--- config.mk ---
export PLATFORM = sky130hd
export DESIGN_NAME = dtp_pattern_gen
export DESIGN_NICKNAME = d
export VERILOG_FILES = /design/src/core/dtp_pkg.sv /design/src/core/dtp_pattern_gen.sv
export SDC_FILE = /design/constraint.sdc
export NUM_CORES = 1
export LEC_CHECK = 0
export ABC_CLOCK_PERIOD_IN_PS = 6420
export BUFFER_PORTS_ARGS = -buffer_cell sky130_fd_sc_hd__buf_2
export CORE_ASPECT_RATIO = 0.9
export CORE_UTILIZATION = 45
export DETAILED_ROUTE_END_ITERATION = 10
export PLACE_DENSITY = 0.8
export SLEW_MARGIN = 0
export SYNTH_ARGS = -nofsm -noshare
export SYNTH_HDL_FRONTEND = slang
export SYNTH_SLANG_ARGS = --single-unit
export TNS_END_PERCENT = 5
--- constraint.sdc ---
create_clock -name core_clk -period 6.42 [get_ports core_clk]
set_input_delay 0.963 -clock core_clk [delete_from_list [all_inputs] [get_ports core_clk]]
set_output_delay 0.963 -clock core_clk [all_outputs]
set_load 0.005 [all_outputs]
--- src/core/dtp_pkg.sv ---
// Purpose: Shared constants and types of the datapath test pattern generator
// Assumes: 10-bit words on four output datapaths, 16-bit configuration registers
// Notes: Register addresses are the device's configuration addresses

package dtp_pkg;

	// ----------------------------------------
	// Widths
	// ----------------------------------------
	localparam int DTP_LANES = 4;
	localparam int DTP_WORD_W = 10;
	localparam int DTP_ADDR_W = 9;
	localparam int DTP_REG_W = 16;
	localparam int DTP_CAL_CH = 8;

	// ----------------------------------------
	// Register addresses
	// ----------------------------------------
	localparam logic [8:0] DTP_ADDR_CAL_ERR = 9'h088;
	localparam logic [8:0] DTP_ADDR_RSV_STAT_A = 9'h089;
	localparam logic [8:0] DTP_ADDR_RSV_STAT_B = 9'h08A;
	localparam logic [8:0] DTP_ADDR_RSV_STAT_C = 9'h08B;
	localparam logic [8:0] DTP_ADDR_RSV_CFG_A = 9'h08C;
	localparam logic [8:0] DTP_ADDR_RSV_CFG_B = 9'h08D;
	localparam logic [8:0] DTP_ADDR_CTRL = 9'h090;
	localparam logic [8:0] DTP_ADDR_RSV_CFG_C = 9'h091;
	localparam logic [8:0] DTP_ADDR_LOW_01 = 9'h092;
	localparam logic [8:0] DTP_ADDR_LOW_23 = 9'h093;
	localparam logic [8:0] DTP_ADDR_RSV_CFG_D = 9'h094;
	localparam logic [8:0] DTP_ADDR_HIGH = 9'h096;

	// ----------------------------------------
	// Control fields
	// ----------------------------------------
	localparam int DTP_BIT_INSERT = 0;
	localparam int DTP_BIT_INC = 1;
	localparam int DTP_BIT_PRBS = 2;
	localparam int DTP_BIT_FRAMED = 3;
	localparam int DTP_CTRL_W = 4;

	// ----------------------------------------
	// Reset values
	// ----------------------------------------
	localparam logic [3:0] DTP_RST_CTRL = 4'h0;
	localparam logic [15:0] DTP_RST_LOW_01 = 16'h0100;
	localparam logic [15:0] DTP_RST_LOW_23 = 16'h0302;
	localparam logic [7:0] DTP_RST_HIGH = 8'h00;
	localparam logic [7:0] DTP_RST_CAL_ERR = 8'h00;
	localparam logic [15:0] DTP_RSV_ZERO = 16'h0000;
	localparam logic [15:0] DTP_RSV_CFG_B = 16'hFFFF;
	localparam logic [15:0] DTP_RSV_CFG_D = 16'h0504;

	// Per-lane PRBS seeds are this value plus the lane number, each lane seed must be nonzero to keep its sequence alive
	localparam logic [9:0] DTP_PRBS_SEED = 10'h001;

	// ----------------------------------------
	// Types
	// ----------------------------------------
	typedef logic [DTP_WORD_W-1:0] dtp_word_t;
	typedef dtp_word_t [DTP_LANES-1:0] dtp_lanes_t;

	typedef struct packed {
		logic [DTP_ADDR_W-1:0] addr;
		logic wr;
		logic rd;
		logic [DTP_REG_W-1:0] wdata;
	} dtp_reg_req_t;

	typedef struct packed {
		logic [DTP_REG_W-1:0] rdata;
		logic rvalid;
	} dtp_reg_rsp_t;

	typedef struct packed {
		dtp_lanes_t data;
		logic valid;
		logic frame_valid;
		logic line_valid;
	} dtp_stream_t;

	typedef struct packed {
		logic [DTP_CTRL_W-1:0] ctrl;
		logic [DTP_REG_W-1:0] low_01;
		logic [DTP_REG_W-1:0] low_23;
		logic [7:0] high;
		logic [DTP_CAL_CH-1:0] cal_err;
		dtp_lanes_t count;
		dtp_lanes_t prbs;
		dtp_stream_t out;
		dtp_reg_rsp_t rsp;
	} dtp_state_t;

endpackage : dtp_pkg

--- src/core/dtp_pattern_gen.sv ---
// Purpose: Test pattern insertion on four output datapaths, calibration error status
// Assumes: All inputs synchronous to core_clk, register port driven by the serial config logic
// Notes: Read data appears one cycle after the read strobe

`timescale 1ns/100ps

// Operation
// Eight read-only calibration error flags, one per channel, mark an invalid black calibration result.
// Control bit 0 replaces output data with synthesized patterns and is clear after reset.
// Control bit 1 makes the inserted pattern increment per word, otherwise it stays constant.
// Control bit 2 inserts a pseudo-random sequence instead of pixel data and is clear after reset.
// Control bit 3 keeps frame and line structure around the patterns, otherwise they run unframed.
// Datapath 0 takes its low pattern byte from bits 7:0 of address 146, reset 0x00.
// Datapath 1 takes its low pattern byte from bits 15:8 of address 146, reset 0x01.
// Datapath 2 takes its low pattern byte from bits 7:0 of address 147, reset 0x02.
// Datapath 3 takes its low pattern byte from bits 15:8 of address 147, reset 0x03.
// The two high pattern bits per datapath come from address 150, two bits per path, reset zero.
// Pseudo-random insertion wins over pattern insertion, and each datapath has its own pattern.
module dtp_pattern_gen (
	input wire logic core_clk,
	input wire logic rst,
	input wire dtp_pkg::dtp_reg_req_t reg_req,
	output dtp_pkg::dtp_reg_rsp_t reg_rsp,
	input wire dtp_pkg::dtp_stream_t pix_in,
	input wire logic cal_done,
	input wire logic [7:0] cal_short,
	output dtp_pkg::dtp_stream_t data_out
);
	import dtp_pkg::*;

	dtp_state_t state;
	dtp_state_t next_state;
	dtp_lanes_t base_pattern;
	dtp_lanes_t next_count;
	dtp_lanes_t next_prbs;
	dtp_lanes_t lane_word;
	logic insert_on;
	logic prbs_on;
	logic inc_on;
	logic framed;
	logic word_step;

	assign insert_on = state.ctrl[DTP_BIT_INSERT];
	assign prbs_on = state.ctrl[DTP_BIT_PRBS];
	assign inc_on = state.ctrl[DTP_BIT_INC];
	assign framed = state.ctrl[DTP_BIT_FRAMED];
	// Unframed patterns flow every cycle, framed ones only on pixel slots
	assign word_step = (insert_on | prbs_on) & (framed ? pix_in.valid : 1'b1);

	// ----------------------------------------
	// Per-lane pattern sources
	// ----------------------------------------
	genvar g;
	generate
		for (g = 0; g < DTP_LANES; g++) begin : g_lane
			logic [7:0] low_byte;
			if (g < 2) begin : g_lo
				assign low_byte = state.low_01[8*g +: 8];
			end else begin : g_hi
				assign low_byte = state.low_23[8*(g-2) +: 8];
			end
			assign base_pattern[g] = {state.high[2*g +: 2], low_byte};
			// Counter restarts from the programmed value whenever both pattern and pseudo-random insertion are off
			always_comb begin
				if (!(insert_on | prbs_on)) begin
					next_count[g] = base_pattern[g];
				end else if (word_step && inc_on) begin
					next_count[g] = state.count[g] + 10'h001;
				end else begin
					next_count[g] = state.count[g];
				end
			end
			// x^10 + x^7 + 1 maximal length sequence, seeds differ per lane
			always_comb begin
				if (!prbs_on) begin
					next_prbs[g] = DTP_PRBS_SEED + 10'(g);
				end else if (word_step) begin
					next_prbs[g] = {state.prbs[g][8:0], state.prbs[g][9] ^ state.prbs[g][6]};
				end else begin
					next_prbs[g] = state.prbs[g];
				end
			end
			always_comb begin
				if (prbs_on) begin
					lane_word[g] = state.prbs[g];
				end else if (inc_on) begin
					lane_word[g] = state.count[g];
				end else begin
					lane_word[g] = base_pattern[g];
				end
			end
		end
	endgenerate

	// ----------------------------------------
	// Next state
	// ----------------------------------------
	always_comb begin
		next_state = state;
		next_state.count = next_count;
		next_state.prbs = next_prbs;

		if (reg_req.wr) begin
			case (reg_req.addr)
				DTP_ADDR_CTRL: begin
					next_state.ctrl = reg_req.wdata[DTP_CTRL_W-1:0];
				end
				DTP_ADDR_LOW_01: begin
					next_state.low_01 = reg_req.wdata;
				end
				DTP_ADDR_LOW_23: begin
					next_state.low_23 = reg_req.wdata;
				end
				DTP_ADDR_HIGH: begin
					next_state.high = reg_req.wdata[7:0];
				end
				default: begin
					next_state.ctrl = state.ctrl;
				end
			endcase
		end

		// Flags follow the latest calibration result, so a good run clears them
		if (cal_done) begin
			next_state.cal_err = cal_short;
		end

		next_state.rsp.rvalid = reg_req.rd;
		if (reg_req.rd) begin
			case (reg_req.addr)
				DTP_ADDR_CAL_ERR: begin
					next_state.rsp.rdata = {8'h00, state.cal_err};
				end
				DTP_ADDR_CTRL: begin
					next_state.rsp.rdata = {12'h000, state.ctrl};
				end
				DTP_ADDR_LOW_01: begin
					next_state.rsp.rdata = state.low_01;
				end
				DTP_ADDR_LOW_23: begin
					next_state.rsp.rdata = state.low_23;
				end
				DTP_ADDR_HIGH: begin
					next_state.rsp.rdata = {8'h00, state.high};
				end
				DTP_ADDR_RSV_CFG_B: begin
					next_state.rsp.rdata = DTP_RSV_CFG_B;
				end
				DTP_ADDR_RSV_CFG_D: begin
					next_state.rsp.rdata = DTP_RSV_CFG_D;
				end
				default: begin
					next_state.rsp.rdata = DTP_RSV_ZERO;
				end
			endcase
		end

		if (!(insert_on | prbs_on)) begin
			next_state.out = pix_in;
		end else if (framed) begin
			next_state.out.valid = pix_in.valid;
			next_state.out.frame_valid = pix_in.frame_valid;
			next_state.out.line_valid = pix_in.line_valid;
			next_state.out.data = pix_in.valid ? lane_word : pix_in.data;
		end else begin
			next_state.out.valid = 1'b1;
			next_state.out.frame_valid = 1'b0;
			next_state.out.line_valid = 1'b0;
			next_state.out.data = lane_word;
		end
	end

	// ----------------------------------------
	// State register
	// ----------------------------------------
	always_ff @(posedge core_clk or posedge rst) begin
		if (rst) begin
			state <= '0;
			state.ctrl <= DTP_RST_CTRL;
			state.low_01 <= DTP_RST_LOW_01;
			state.low_23 <= DTP_RST_LOW_23;
			state.high <= DTP_RST_HIGH;
			state.cal_err <= DTP_RST_CAL_ERR;
		end else begin
			state <= next_state;
		end
	end

	assign reg_rsp = state.rsp;
	assign data_out = state.out;

endmodule : dtp_pattern_gen

==> results.toml <==
[pwr]
leakage_nw = 4.80
vdd_drop_max_mv = 0.166
p_per_area_nw_per_um2 = 236

[drt]
firstDrtPassIters = 5
postRouteAntennaNets = 0
wirelength_um = 23000
viasPerCell = 5.49
drt_iter0_drc = 614
wire_per_inst_um = 17.0
drc = 0
vias = 7440

[finish]
fillers = 1929
final_cell_mix = "dfrtp_1, nand2_1, buf_2, o21ai_0, nor2_1"
multi_input_area_um2 = 4240
seq_area_um2 = 4810
fin_util_pct = 51.2
area_delta_synth_final_pct = 10.1
drive_gt1_share_pct = 23.4
diodes = 0
nets = 1142
final_common_cell = "dfrtp_1"
fin_cells = 1356

[die]
chipHeight_um = 142
core.rowCount = 50
die_w_um = 158
core_area_um2 = 21100
io_pins = 141
initial_core_util_pct = 46.5
die_area_um2 = 22400

[timing]
finClkSkew_ns = 0.0110
period_share_pct = 48.4
grt_setup_unrepaired = "no"
slew_viol_final = 0
slew_headroom_pct = 19.2
setup_viol = 0
fmax_mhz = 322
finalSetupTns_ns = 0
worst_pin_slew_ns = 1.21
finalCriticalPeriod_ns = 3.11
hold_viol = 0

[synth]
synth_flop_cell = "dfrtp_1"
ys_warn_count = 0
syn_avg_cell_area_um2 = 9.65
postSynthCellCount = 1017
netlist_area_um2 = 9810
synthDistinctLibCells = 56
synth_nets = 1102
ys_async_sr_fraction_pct = 100
synth_edf_count = 0
ys_ff_latch = 192
synth-seq-area-share_pct = 49.0

[flow_run]
cap_violations = 0

[setup_path]
startpoint_type = "input pin"
crit_path_max_fanout = 18
cp-end-kind = "flop"
critical_path_arrival_ns = 3.42
critical_path_required_ns = 6.74
critPathKind = "in -> reg"

[clocking]
cts_buffer_depth = 2
clk_pin_slew_worst_paths_ns = 0.08
post_cts_buffers = 0
cts_tree = "built"
cts_resized = 0
postCtsHoldBufs = 0
cts_max_level = 4
clock_latency_ns = 0.44
clock_sinks = 192
tritoncts.num_buffers = 17
cts_root_buf = "clkbuf_16"

[placement]
dp.cells = 1324
hpwl_um = 15700
gp_congestion = 0.848
io_buffer_count = 140

[global_route]
globalRoute.totalOverflow = 0
grt_pass1_vias = 7067
grt_max_degree = 124
grt_use_total_pct = 21.3
grt_pass1_wl_um = 36700
antenna_found_initial = 1

[status]
status = "complete, no violations"

[min_path]
hold_path_class = "reg -> reg"
## cells by family after synthesis
| group | after synthesis | synth area share (%) |
|---|---|---|
| flops | 192 | 49.0 |
| simple gates | 330 | 15.3 |
| fa+ha+maj | 4 | 0.510 |
| buf+inv | 142 | 7.89 |
| mux | 103 | 11.6 |
| xor+xnor | 24 | 2.14 |
| compound gates | 222 | 13.6 |
## flip-flops by register name, indices dropped and copies added (netlist names)
name          cells
insert_on         1
inc_on            1
reg_rsp          17
data_out         43
framed            1
state            88
base_pattern     40
prbs_on           1
## path summary, 6_finish.rpt
| check | start | end | slack [ns] | cells past startpoint |
|---|---|---|---|---|
| min in group asynchronous | rst | reg_rsp[13]$_DFFE_PP0P_ | 0.70 | 2 |
| hold reg to reg | state[70]$_DFFE_PP0P_ | state[71]$_DFFE_PP0P_ | 0.53 | 2 |
| max in group asynchronous | rst | data_out[12]$_DFF_PP0_ | 4.27 | 3 |
| hold / removal | state[70]$_DFFE_PP0P_ | state[71]$_DFFE_PP0P_ | 0.53 | 2 |
| setup / recovery | reg_req[24] | base_pattern[7]$_DFFE_PP0P_ | 3.31 | 5 |
| setup reg to reg | framed$_DFFE_PP0P_ | data_out[23]$_DFF_PP0_ | 3.69 | 5 |
## critical path, stage by stage
cell and delay, ns:
buf_2 0.10, or4b_4 0.66, nor3_1 0.22, nand4b_1 0.85, mux2_2 0.62
## synth_stat cells, types with 2 or more instances
master | n | area [um^2]
dfrtp_1 | 188 | 4700
nand2_1 | 166 | 623
o21ai_0 | 83 | 415
nor2_1 | 75 | 282
buf_4 | 60 | 450
clkbuf_1 | 54 | 203
mux2i_1 | 51 | 510
a21oi_1 | 49 | 245
mux2_2 | 42 | 473
a21boi_0 | 34 | 255
a31oi_1 | 22 | 138
xor2_1 | 20 | 175
inv_1 | 18 | 67.6
nand3_1 | 14 | 70.1
nand4_1 | 14 | 87.6
or3_1 | 14 | 87.6
mux2_4 | 10 | 150
buf_1 | 7 | 26.3
nor3_1 | 7 | 35.0
and2_1 | 6 | 37.5
nor2b_1 | 5 | 31.3
o22ai_1 | 5 | 31.3
or3b_2 | 5 | 43.8
a211oi_1 | 4 | 30.0
and4_1 | 4 | 35.0
dfstp_2 | 4 | 105
ha_1 | 4 | 50.1
o2bb2ai_1 | 4 | 35.0
xnor2_1 | 4 | 35.0
a2111oi_0 | 3 | 26.3
a221oi_1 | 3 | 26.3
and3_1 | 3 | 18.8
nand3b_1 | 3 | 22.5
a22o_1 | 2 | 17.5
buf_6 | 2 | 22.5
nand2b_1 | 2 | 12.5
o211a_1 | 2 | 20.0
o21a_1 | 2 | 15.0
o31ai_1 | 2 | 15.0
o32ai_1 | 2 | 17.5
or2_2 | 2 | 12.5
or4_1 | 2 | 15.0
## report_power, final
| part | switching [mW] | internal [mW] |
|---|---|---|
| clock network | 0.508 | 0.551 |
| registers | 0.0320 | 1.25 |
| logic | 0.123 | 0.0790 |
| total | 0.662 | 1.88 |
## per-stage QoR
stage	area (um^2)	hold slack [ns]	worst slack [ns]	total power, mW
final	10800	0.527	3.31	2.54
after global routing	10800	0.551	3.31	2.63
after CTS	10800	0.524	3.38	2.56
after detailed placement	10200	0.504	2.97	1.51
after global placement	10200	0.498	3.09	1.50
after floorplan	9810	0.472	0.236	1.45
## final cells by class
type                            count  share of cell area (%)
Inverter                           18                   0.695
Clock buffer                       18                    3.97
Clock inverter                     14                    1.34
Tap cell                          286                    3.31
Sequential cell                   192                    44.6
Multi-Input combinational cell    683                    39.3
Timing Repair Buffer              145                    6.84
## layer usage
| layer | up-vias | wire, um | track usage, % |
|---|---|---|---|
| met4 | 2 | 799 | 10.3 |
| met5 | - | 12 | 0 |
| met2 | 209 | 10800 | 33.1 |
| li1 | 3537 | - | - |
| met1 | 3646 | 10200 | 28.7 |
| met3 | 46 | 1170 | 3.68 |
Power figures use the tool's default switching activity.
